`src/rtl/scm_pkg.sv`:
```
// constants, types and register map of the serializer clock mode select block
// assumes one 50 MHz system clock and a word-addressed avalon-mm register port
`default_nettype none
package scm_pkg;
  // register indices; byte address is four times the index
  localparam logic [7:0] SCM_IDX_MODE   = 8'h03;
  localparam logic [7:0] SCM_IDX_OSC    = 8'h05;
  localparam logic [7:0] SCM_IDX_MULT   = 8'h06;
  localparam logic [7:0] SCM_IDX_NDIV   = 8'h07;
  localparam logic [7:0] SCM_IDX_STATUS = 8'h08;
  // field positions
  localparam int SCM_MODE_LSB   = 0;
  localparam int SCM_OVR_BIT    = 4;
  localparam int SCM_OSC_BIT    = 3;
  localparam int SCM_PRESC_LSB  = 0;
  localparam int SCM_MULT_LSB   = 2;
  // mode codes
  localparam logic [2:0] SCM_MODE_SYNC = 3'h0;
  localparam logic [2:0] SCM_MODE_EXT  = 3'h2;
  localparam logic [2:0] SCM_MODE_INT  = 3'h3;
  localparam logic [2:0] SCM_MODE_DVP  = 3'h5;
  // prescaler codes
  localparam logic [1:0] SCM_PRESC_4  = 2'h0;
  localparam logic [1:0] SCM_PRESC_8  = 2'h1;
  localparam logic [1:0] SCM_PRESC_16 = 2'h2;
  // reset values
  localparam logic [2:0] SCM_RST_MODE  = SCM_MODE_SYNC;
  localparam logic [1:0] SCM_RST_PRESC = SCM_PRESC_4;
  localparam logic [5:0] SCM_RST_MULT  = 6'h01;
  localparam logic [7:0] SCM_RST_NDIV  = 8'h01;
  // forward rate and video budget, in multiples of the reference
  localparam logic [7:0] SCM_FC_SYNC  = 8'ha0;
  localparam logic [7:0] SCM_CSI_SYNC = 8'h80;
  localparam logic [7:0] SCM_FC_EXT   = 8'h50;
  localparam logic [7:0] SCM_CSI_EXT  = 8'h40;
  localparam logic [7:0] SCM_FC_DVP   = 8'h1c;
  localparam logic [7:0] SCM_CSI_DVP  = 8'h12;
  // timing counts
  localparam logic [3:0] SCM_STABLE_EDGES = 4'h8;
  // the pin filter needs four edges after reset before the strap level is valid
  localparam logic [2:0] SCM_STRAP_WAIT   = 3'h4;
  // reference source select
  typedef enum logic [1:0] {SCM_SRC_BC, SCM_SRC_EXT, SCM_SRC_INT} scm_src_t;
  typedef enum logic {SCM_ST_HOLD, SCM_ST_RUN} scm_state_t;
  typedef struct packed {
    logic       ovr;
    logic [2:0] mode;
    logic       osc_sel;
    logic [1:0] presc;
    logic [5:0] mult;
    logic [7:0] ndiv;
  } scm_cfg_t;
  typedef struct packed {
    logic       fc_tick;
    logic       fc_gen_rst_n;
    logic       sensor_clk;
    logic       sensor_clk_en;
    logic       osc_en;
    logic       shared_domain;
    logic [7:0] fc_rate_mult;
    logic [7:0] csi_budget_mult;
  } scm_clk_out_t;
endpackage
`default_nettype wire

```
`src/rtl/scm_pin_sync.sv`:
```
// three-flop synchroniser with agreement filter for asynchronous pins
// assumes each pin toggles slower than half the system clock
`default_nettype none
module scm_pin_sync #(
  parameter int W = 1
) (
  // clock and reset
  input  wire logic         clk,
  input  wire logic         rst_n,
  // pins
  input  wire logic [W-1:0] pin,
  // filtered level and rising-edge pulse
  output logic      [W-1:0] level,
  output logic      [W-1:0] rise
);
  logic [W-1:0] s1_ff, s2_ff, s3_ff, lvl_ff, nxt_lvl;

  // level moves only when second and third stages agree
  always_comb begin
    nxt_lvl = (s2_ff & s3_ff) | (lvl_ff & (s2_ff | s3_ff));
  end

  always_ff @(posedge clk or negedge rst_n) begin
    if (!rst_n) begin
      s1_ff  <= '0;
      s2_ff  <= '0;
      s3_ff  <= '0;
      lvl_ff <= '0;
    end else begin
      s1_ff  <= pin;
      s2_ff  <= s1_ff;
      s3_ff  <= s2_ff;
      lvl_ff <= nxt_lvl;
    end
  end

  assign level = lvl_ff;
  assign rise  = nxt_lvl & ~lvl_ff;
endmodule // scm_pin_sync
`default_nettype wire

```
`src/rtl/scm_top.sv`:
```
// clock mode select: reference mux, forward tick and sensor clock generator
// assumes reference pins slower than clk/2 and an avalon-mm master on one clock
`default_nettype none
module scm_top (
  // clock and reset
  input  wire logic                  clk,
  input  wire logic                  rstn,
  // avalon-mm slave, word addressed
  input  wire logic [7:0]            avs_address,
  input  wire logic                  avs_read,
  input  wire logic                  avs_write,
  input  wire logic [31:0]           avs_writedata,
  input  wire logic [3:0]            avs_byteenable,
  output logic      [31:0]           avs_readdata,
  output logic                       avs_waitrequest,
  // pins
  input  wire logic [2:0]            mode_strap,
  input  wire logic                  bc_ref_clk,
  input  wire logic                  external_reference_input,
  input  wire logic                  osc_ref_clk,
  // clock outputs
  output scm_pkg::scm_clk_out_t      clk_out
);
  import scm_pkg::*;

  function automatic scm_src_t src_of(input logic [2:0] m);
    case (m)
      SCM_MODE_EXT, SCM_MODE_DVP: src_of = SCM_SRC_EXT;
      SCM_MODE_INT:               src_of = SCM_SRC_INT;
      default:                    src_of = SCM_SRC_BC;
    endcase
  endfunction

  function automatic logic [4:0] presc_val(input logic [1:0] c);
    case (c)
      SCM_PRESC_8:  presc_val = 5'd8;
      SCM_PRESC_16: presc_val = 5'd16;
      default:      presc_val = 5'd4; // reserved code falls back to 4
    endcase
  endfunction

  // reset release through two flops
  logic rst_q1_ff, rst_n;
  always_ff @(posedge clk or negedge rstn) begin
    if (!rstn) begin
      rst_q1_ff <= 1'b0;
      rst_n     <= 1'b0;
    end else begin
      rst_q1_ff <= 1'b1;
      rst_n     <= rst_q1_ff;
    end
  end

  logic [5:0] pin_lvl, pin_rise;
  scm_pin_sync #(.W(6)) u_sync (
    .clk   (clk),
    .rst_n (rst_n),
    .pin   ({mode_strap, osc_ref_clk, external_reference_input, bc_ref_clk}),
    .level (pin_lvl),
    .rise  (pin_rise)
  );

  // register file and strap capture
  scm_cfg_t   cfg_ff, nxt_cfg;
  logic [2:0] strap_cnt_ff, nxt_strap_cnt;
  logic       strap_done_ff, nxt_strap_done;
  logic       ack_ff, nxt_ack;
  logic [31:0] rdata_ff, nxt_rdata;
  logic       run;
  logic       req, wr_take;
  assign req     = avs_read | avs_write;
  assign wr_take = avs_write & ack_ff & avs_byteenable[0];
  assign avs_waitrequest = req & ~ack_ff;
  assign avs_readdata    = rdata_ff;

  always_comb begin
    nxt_cfg        = cfg_ff;
    nxt_strap_cnt  = strap_cnt_ff;
    nxt_strap_done = strap_done_ff;
    nxt_ack        = req & ~ack_ff;
    nxt_rdata      = rdata_ff;
    if (!strap_done_ff) begin
      if (strap_cnt_ff == SCM_STRAP_WAIT) begin
        nxt_cfg.mode   = pin_lvl[5:3];
        nxt_strap_done = 1'b1;
      end else begin
        nxt_strap_cnt = strap_cnt_ff + 3'd1;
      end
    end
    if (wr_take) begin
      case (avs_address)
        SCM_IDX_MODE: begin
          nxt_cfg.ovr = avs_writedata[SCM_OVR_BIT];
          // mode field writable only while override bit already set
          if (cfg_ff.ovr) nxt_cfg.mode = avs_writedata[SCM_MODE_LSB +: 3];
        end
        SCM_IDX_OSC:  nxt_cfg.osc_sel = avs_writedata[SCM_OSC_BIT];
        SCM_IDX_MULT: begin
          nxt_cfg.presc = avs_writedata[SCM_PRESC_LSB +: 2];
          nxt_cfg.mult  = avs_writedata[SCM_MULT_LSB +: 6];
        end
        SCM_IDX_NDIV: nxt_cfg.ndiv = avs_writedata[7:0];
        default: ;
      endcase
    end
    if (avs_read & ~ack_ff) begin
      case (avs_address)
        SCM_IDX_MODE:   nxt_rdata = {27'h0, cfg_ff.ovr, 1'b0, cfg_ff.mode};
        SCM_IDX_OSC:    nxt_rdata = {28'h0, cfg_ff.osc_sel, 3'h0};
        SCM_IDX_MULT:   nxt_rdata = {24'h0, cfg_ff.mult, cfg_ff.presc};
        SCM_IDX_NDIV:   nxt_rdata = {24'h0, cfg_ff.ndiv};
        SCM_IDX_STATUS: nxt_rdata = {26'h0, clk_out.shared_domain, clk_out.sensor_clk_en,
                                     cfg_ff.mode, run};
        default:        nxt_rdata = 32'h0;
      endcase
    end
  end

  always_ff @(posedge clk or negedge rst_n) begin
    if (!rst_n) begin
      cfg_ff        <= '{ovr: 1'b0, mode: SCM_RST_MODE, osc_sel: 1'b0, presc: SCM_RST_PRESC,
                         mult: SCM_RST_MULT, ndiv: SCM_RST_NDIV};
      strap_cnt_ff  <= 3'h0;
      strap_done_ff <= 1'b0;
      ack_ff        <= 1'b0;
      rdata_ff      <= 32'h0;
    end else begin
      cfg_ff        <= nxt_cfg;
      strap_cnt_ff  <= nxt_strap_cnt;
      strap_done_ff <= nxt_strap_done;
      ack_ff        <= nxt_ack;
      rdata_ff      <= nxt_rdata;
    end
  end

  // reference mux and forward-channel generator hold
  scm_src_t   sel_ff, nxt_sel;
  logic [2:0] mode_seen_ff, nxt_mode_seen;
  scm_state_t st_ff, nxt_st;
  logic [3:0] edge_cnt_ff, nxt_edge_cnt;
  logic       half_ff, nxt_half;
  logic       ref_tick, half_rate, fc_go;
  logic [1:0] sel_idx;
  assign sel_idx   = 2'(sel_ff);
  assign ref_tick  = pin_rise[sel_idx];
  assign run       = (st_ff == SCM_ST_RUN);
  // half-rate oscillator setting passes every second reference edge
  assign half_rate = (sel_ff == SCM_SRC_INT) & ~cfg_ff.osc_sel;
  assign fc_go     = run & ref_tick & (~half_rate | half_ff);

  always_comb begin
    nxt_sel       = sel_ff;
    nxt_mode_seen = mode_seen_ff;
    nxt_st        = st_ff;
    nxt_edge_cnt  = edge_cnt_ff;
    nxt_half      = half_ff;
    if (cfg_ff.mode != mode_seen_ff) begin
      nxt_mode_seen = cfg_ff.mode;
      nxt_sel       = src_of(cfg_ff.mode);
      nxt_st        = SCM_ST_HOLD;
      nxt_edge_cnt  = 4'h0;
      nxt_half      = 1'b0;
    end else begin
      case (st_ff)
        SCM_ST_HOLD: if (ref_tick) begin
          // a missing reference keeps the generator held
          nxt_edge_cnt = edge_cnt_ff + 4'h1;
          if (nxt_edge_cnt == SCM_STABLE_EDGES) nxt_st = SCM_ST_RUN;
        end
        SCM_ST_RUN: if (ref_tick) nxt_half = ~half_ff;
        default: nxt_st = SCM_ST_HOLD;
      endcase
    end
  end

  always_ff @(posedge clk or negedge rst_n) begin
    if (!rst_n) begin
      sel_ff       <= SCM_SRC_BC;
      mode_seen_ff <= SCM_RST_MODE;
      st_ff        <= SCM_ST_HOLD;
      edge_cnt_ff  <= 4'h0;
      half_ff      <= 1'b0;
    end else begin
      sel_ff       <= nxt_sel;
      mode_seen_ff <= nxt_mode_seen;
      st_ff        <= nxt_st;
      edge_cnt_ff  <= nxt_edge_cnt;
      half_ff      <= nxt_half;
    end
  end

  // sensor clock: fractional divider fed by the forward tick
  logic [15:0] acc_ff, nxt_acc, sum, limit;
  logic        sclk_ff, nxt_sclk;
  logic        sclk_allowed;
  logic [7:0]  ndiv_eff;
  scm_clk_out_t out_ff, nxt_out;
  assign ndiv_eff     = (cfg_ff.ndiv == 8'h00) ? 8'h01 : cfg_ff.ndiv;
  assign limit        = 16'(presc_val(cfg_ff.presc)) * 16'(ndiv_eff);
  assign sum          = acc_ff + 16'(cfg_ff.mult);
  assign sclk_allowed = run & (sel_ff != SCM_SRC_INT);

  always_comb begin
    nxt_acc  = acc_ff;
    nxt_sclk = sclk_ff;
    if (!sclk_allowed) begin
      nxt_acc  = 16'h0;
      nxt_sclk = 1'b0;
    end else if (fc_go) begin
      if (sum >= limit) begin
        nxt_acc  = sum - limit;
        nxt_sclk = ~sclk_ff;
      end else begin
        nxt_acc = sum;
      end
    end
    nxt_out.fc_tick       = fc_go;
    nxt_out.fc_gen_rst_n  = run;
    nxt_out.sensor_clk    = nxt_sclk;
    nxt_out.sensor_clk_en = sclk_allowed;
    nxt_out.osc_en        = (sel_ff == SCM_SRC_INT);
    nxt_out.shared_domain = (sel_ff == SCM_SRC_BC);
    // forward rate multiple always above the video budget
    case (cfg_ff.mode)
      SCM_MODE_EXT, SCM_MODE_INT: begin
        nxt_out.fc_rate_mult    = SCM_FC_EXT;
        nxt_out.csi_budget_mult = SCM_CSI_EXT;
      end
      SCM_MODE_DVP: begin
        nxt_out.fc_rate_mult    = SCM_FC_DVP;
        nxt_out.csi_budget_mult = SCM_CSI_DVP;
      end
      default: begin
        nxt_out.fc_rate_mult    = SCM_FC_SYNC;
        nxt_out.csi_budget_mult = SCM_CSI_SYNC;
      end
    endcase
  end

  always_ff @(posedge clk or negedge rst_n) begin
    if (!rst_n) begin
      acc_ff  <= 16'h0;
      sclk_ff <= 1'b0;
      out_ff  <= '0;
    end else begin
      acc_ff  <= nxt_acc;
      sclk_ff <= nxt_sclk;
      out_ff  <= nxt_out;
    end
  end

  assign clk_out = out_ff;
endmodule // scm_top
`default_nettype wire

```
`config.mk`:
```
export PLATFORM = sky130hd
export DESIGN_NAME = scm_top
export DESIGN_NICKNAME = d
export VERILOG_FILES = /design/src/rtl/scm_pkg.sv /design/src/rtl/scm_pin_sync.sv /design/src/rtl/scm_top.sv
export SDC_FILE = /design/constraint.sdc
export NUM_CORES = 1
export LEC_CHECK = 0
export ABC_AREA = 1
export BUFFER_PORTS_ARGS = -buffer_cell sky130_fd_sc_hd__buf_4
export CORE_ASPECT_RATIO = 1.2
export CORE_MARGIN = 1.5
export CORE_UTILIZATION = 55
export DETAILED_ROUTE_END_ITERATION = 7
export PLACE_DENSITY_LB_ADDON = 0.05
export RECOVER_POWER = 25
export SYNTH_ARGS = -nofsm -noshare
export SYNTH_HDL_FRONTEND = slang
export SYNTH_SLANG_ARGS = --single-unit
```
`constraint.sdc`:
```
create_clock -name clk -period 4.1 [get_ports clk]
set_clock_uncertainty 0.05 [all_clocks]
set_input_delay 0.41 -clock clk [delete_from_list [all_inputs] [get_ports clk]]
set_output_delay 0.41 -clock clk [all_outputs]
set_load 0.02 [all_outputs]
```
# == After elaboration in Yosys (flattened, before gate mapping) ==
# Index checks and enable logic that the tools add are counted.
# W data, S select, Z words.
# classes
n_reduce_logical,14
order_cmp,2
multipliers,1
n_bitwise,23
n_mux,33
addsub,4
eq_ne,18
# op_table
op,n
$mux W16,3
$pmux W8 S5,1
$pmux W16 S2,1
$eq A8 B3 Y1 const B,3
$mux W8,3
$mux W20,1
$add A16 B6 Y16,1
$ge A16 B13 Y1,1
$reduce_and A2 Y1,8
$sub A16 B13 Y16,1
$mux W1,14
$mul A5 B8 Y13,1
$and A6 B6 Y6,2
$mux W3,4
$mux W4,3
$or A6 B6 Y6,2
$pmux W5 S2,1
$and A1 B1 Y1,8
$eq A8 B2 Y1 const B,1
$eq A8 B4 Y1 const B,1
$logic_not A8 Y1,1
$not A1 Y1,7
$eq A3 B2 Y1 const B,2
$eq A3 B3 Y1 const B,2
17 further kinds,23
# totals
word_cells,125
regBits,133
output_inout_bits,55

# == Longest topological paths before layout ==
# depth
word_depth,10
mapped_depth,32

# == Hierarchy ==
# Synthesis repeated with hierarchy kept, for this count alone.
# hier_totals
cells_unflattened,760
area_unflattened_um2,6193.4
# by_module_without_submodules
mod,instances,seq_area_each_um2,cells_per_inst,area_each_um2
scm_top,1,1829.3,706,5472.7
scm_pin_sync,1,600.6,54,720.7

# == Least setup slack after synthesis ==
# OpenSTA, ideal clock, no wires.
# synth_timing
path_type,reg-to-reg
startpoint,reg cfg_ff[14] in the netlist's numbering
endpoint,reg acc_ff[13]
arrival_ns,4.395
slack_ns,-0.410
period_less_slack_ns,4.510
required_ns,3.985
stages_incl_launch_ff,29
setup_ns,0.065
cell_sequence,dfrtp_1 -> inv_1 -> ha_1 -> clkbuf_1 -> nand2_1 -> fa_1 -> inv_1 -> ha_1 -> ha_1 -> ha_1 -> inv_1 -> fa_1 -> o21ai_0 -> a21oi_1 -> nor2_1 -> nor2_1 -> xnor2_1 -> ha_1 -> inv_1 -> o21ai_0 -> a21oi_1 -> o21ai_0 -> nor2_1 -> inv_1 -> nand2_1 -> nand2_1 -> a21oi_1 -> nand3_1 -> nand2_1
# synth_between
elab_chain_cells,7
elab_cells_between_ends,9
# synth_rtl
item,line,text
"start, declared",scm_top.sv:64,"scm_cfg_t cfg_ff, nxt_cfg;"
"start signal, assigned",scm_top.sv:121,"cfg_ff <= '{ovr: 1'b0, mode: SCM_RST_MODE, osc_sel: 1'b0, presc: SCM_RST_PRESC,"
"start signal, assigned",scm_top.sv:128,cfg_ff <= nxt_cfg;
$eq A2 B2 Y1 / $eq A2 B1 Y1 (equally long branches),scm_top.sv:35,case (c)
$pmux W5 S2 (*),scm_top.sv:35,
$mul A5 B8 Y13 (*),scm_top.sv:199,assign limit = 16'(presc_val(cfg_ff.presc)) * 16'(ndiv_eff);
$sub A16 B13 Y16 / $ge A16 B13 Y1 (equally long branches),"scm_top.sv:211, scm_top.sv:210",
$mux W16 (*),scm_top.sv:210,if (sum >= limit) begin
$mux W16 (*),scm_top.sv:209,end else if (fc_go) begin
$mux W16 (*),scm_top.sv:206,if (!sclk_allowed) begin
"end signal, assigned",scm_top.sv:246,acc_ff <= nxt_acc;
"end, declared",scm_top.sv:193,"logic [15:0] acc_ff, nxt_acc, sum, limit;"
# Every way passes the cells marked *; elsewhere a longest branch is shown, timed or not. The select of a mux whose other input is x is not followed.
# A chain may end at the register's enable or synchronous reset.

# == Worst setup path after layout ==
# layout_timing
startpoint,reg cfg_ff[15] in the netlist's numbering
endpoint,reg acc_ff[7]
# The elaborated chain is that of the path after synthesis.

==> results.json <==
{
  "dp_hpwl_um": 10800,
  "grt_max_degree": 66,
  "dp_cells": 1013,
  "seqCellArea_um2": 2430,
  "drc": 0,
  "htree_levels": 3,
  "hold_viol_final": 0,
  "synth_top_family_by_area": "simple AND/OR/NAND/NOR gates",
  "crit_required_ps": 4280,
  "ant_nets": 0,
  "crit_arrival_ps": 4650,
  "stdcell_count": 1041,
  "grt_pass1_wl_um": 23400,
  "gp_congestion": 0.883,
  "hp-class": "in -> reg",
  "fp.dieW_um": 102,
  "timing.final.ws_setup_ps": -376,
  "synth_mux_area_share_pct": 0.350,
  "max_cap_viol_count": 1,
  "grtUsageTotal_pct": 24.2,
  "avgViaCountPerCell": 4.97,
  "outcome": "complete, but fails checks",
  "gr-total-overflow": 0,
  "coreArea_um2": 11500,
  "synth_seq_area_share_pct": 37.7,
  "wl_per_cell_um": 13.6,
  "avgSynthCellArea_um2": 8.18,
  "routed-via-count": 5177,
  "place_ws_ps": -479,
  "clockBufferDepth": 2,
  "violations": "max-capacitance violations, max-slew violations, negative setup slack",
  "synth-edff-count": 0,
  "synth_area_um2": 6440,
  "rsz0062_at_grt": "true",
  "wl_um": 14200,
  "yosysWarnings": 0,
  "synth-async-reset-ratio_pct": 100,
  "first_global_vias": 5090,
  "cp_max_fo": 6,
  "setup_tns_ps": -5040,
  "maxSlewHeadroom_pct": -72.9,
  "initial_core_util_pct": 55.9,
  "synth-compound-area-share_pct": 7.11,
  "dieHeight_um": 122,
  "rows": 43,
  "finalCritPeriodShare_pct": 109,
  "pwr-share-seq_pct": 47.2,
  "io_pins": 109,
  "cts_buffers": 9,
  "yosysTopAreaCell": "dfrtp_1",
  "clock_latency_ps": 340,
  "path_clk_slew_ps": 70,
  "power_switching_w": 0.000619,
  "fillCellCount": 1015,
  "synth-simple-area-share_pct": 25.1,
  "finalSetupViolations": 15,
  "dieArea_um2": 12400,
  "p_comb_share_pct": 15.0,
  "tightest_slew_ps": 2590,
  "synth-main-ff-cell": "dfrtp_1",
  "ys_types": 46,
  "num_antenna_cells": 0,
  "final_nets": 987,
  "synthCells": 787,
  "synth_most_common_cell": "nand2_1",
  "yosys.area_share.xor_xnor_pct": 4.08,
  "vdd_drop_max_mv": 0.249,
  "fin_util_pct": 67.3,
  "power.density_nw_per_um2": 281,
  "clock_power_share_pct": 37.8,
  "crit_type": "reg -> reg",
  "fin_crit_ps": 4480,
  "max_freq_ghz": 0.223,
  "antenna_found_initial": 0,
  "power.internal_w": 0.00156,
  "synth_top_area_share_pct": 36.9,
  "drv_slew": 66,
  "drtPass1Iterations": 4,
  "synth-adder-area-share_pct": 12.3,
  "ys_top_cells_by_count": "174 x nand2_1, 116 x inv_1, 95 x dfrtp_1",
  "synth_top_cells_by_area": "dfrtp_1 37%, nand2_1 10%, ha_1 8.7%, inv_1 6.8%, buf_4 4.7%",
  "cts_tree": "built",
  "multiInputGateArea_um2": 3570,
  "critPathLaunchType": "flop",
  "drive_gt1_share_pct": 26.7,
  "p_leak_nw": 4.16,
  "cts_root_buffer": "clkbuf_16",
  "ys_seq_elements": 97,
  "portBuffers": 51,
  "area_delta_synth_final_pct": 20.4,
  "cts.sinks": 97,
  "drtIter0Drc": 153,
  "swShare_pct": 28.4,
  "endpoint_kind": "flop"
}
==> cells in the final DEF (no fill, tap or decap), types with 3 or more instances in the layout <==
cell type,synthesis,layout
a21oi_1,19,13
a21oi_2,0,5
a22o_1,4,4
buf_4,40,91
buf_6,2,3
clkbuf_16,0,9
clkbuf_4,0,7
clkinv_4,0,3
conb_1,2,31
dfrtp_1,95,94
fa_1,9,8
ha_1,45,35
ha_4,0,9
inv_1,116,109
inv_2,9,16
maj3_1,5,5
nand2_1,174,166
nand2_2,27,34
nand2_4,4,5
nand3_1,44,37
nand3_2,14,20
nand3b_1,5,5
nand4_1,7,7
nor2_1,43,39
nor2_2,3,5
nor2_4,1,3
nor3_1,7,6
o21ai_0,43,38
o21ai_1,2,3
o21ai_2,0,4
o22ai_1,3,3
xnor2_1,9,9
xor2_1,21,20
==> metrics by stage <==
step	power [W]	hold WS [ps]	instance area [um^2]
floorplan	0.00128	64.4	6630
global route	0.00228	127	7750
global placement	0.00134	142	7120
finish	0.00218	147	7750
detailed placement	0.00134	144	7120
CTS	0.00218	115	7590
==> path summary, 6_finish.rpt <==
check	from	to	slack, ps	cells past startpoint
min in group asynchronous	rstn	rst_n	340	2
worst min register to register	u_sync.s1_ff[4]	u_sync.s2_ff[4]	300	0
worst max-delay path	cfg_ff[15]	acc_ff[7]	-380	24
worst min-delay path	mode_strap[0]	u_sync.s1_ff[3]	150	1
max in group asynchronous	rst_n	cfg_ff[15]	1260	0
worst max register to register	cfg_ff[15]	acc_ff[7]	-380	24
==> what timing repair did <==
item / 4_1_cts / 5_1_grt
gates resized for setup: 30 / 31
hold buffers: 1 / 0
buffers inserted: 5 / 4
endpoints found under the hold margin: 2 / 0
gates cloned: 1 / 1
pin swaps: 24 / 35
setup endpoints to repair: 15 / 15
==> cell type report <==
type,instances,area share [%]
Multi-Input combinational cell,542,46.1
Inverter,126,6.10
Tap cell,157,2.53
Timing Repair Buffer,103,10.1
Clock inverter,6,0.742
Clock buffer,10,3.08
Sequential cell,97,31.4
==> sequential cells by signal (all words and copies together) (netlist names) <==
signal	count
rst_q1_ff	1
u_sync.s2_ff	6
acc_ff	16
run	1
clk_out	10
u_sync.s1_ff	6
u_sync.level	6
strap_cnt_ff	3
rst_n	1
cfg_ff	21
half_ff	1
ack_ff	1
strap_done_ff	1
edge_cnt_ff	4
u_sync.s3_ff	6
sel_ff	2
avs_readdata	8
mode_seen_ff	3
==> cell families (layout without fill, tap and decap cells) <==
group	count (synthesis)	count (layout)
AND/OR/NAND/NOR	338	339
buffers and inverters	178	245
flip-flops	97	97
AO/OA/AOI/OAI	81	81
adder cells (fa/ha/maj)	59	59
XOR/XNOR	30	30
other	2	31
multiplexers	2	2
==> per-layer routing <==
layer / part of all wire, % / GRT usage, %
met2: 51 / 41.4
met3: 2.5 / 3.90
met1: 45 / 31.7
met4: 1.7 / 6.68
met5: 0 / 0
==> worst max-delay path, stage by stage (launching register included) <==
cell	delay (ps)
dfrtp_2	440
ha_4	320
nand2_1	80
fa_1	480
inv_1	60
ha_4	240
ha_4	240
ha_4	240
a21oi_2	130
and2_4	150
inv_1	40
a21oi_2	100
nor2_1	50
nor2_1	130
xor2_1	250
ha_1	340
nand2_2	130
inv_2	50
a21oi_4	160
nand3_4	110
nand3_4	160
buf_6	150
nand3b_1	100
nand3_2	90
nand2_2	50
==> power by group through the flow <==
stage	Sequential, W	Clock [W]	Combinational, W
detailed placement	0.00105	0	0.000294
finish	0.00103	0.000824	0.000328
global route	0.00104	0.000880	0.000359
floorplan	0.00105	0	0.000223
CTS	0.00103	0.000840	0.000312
global placement	0.00105	0	0.000290
Note: power is estimated with default switching activity, not from simulation.
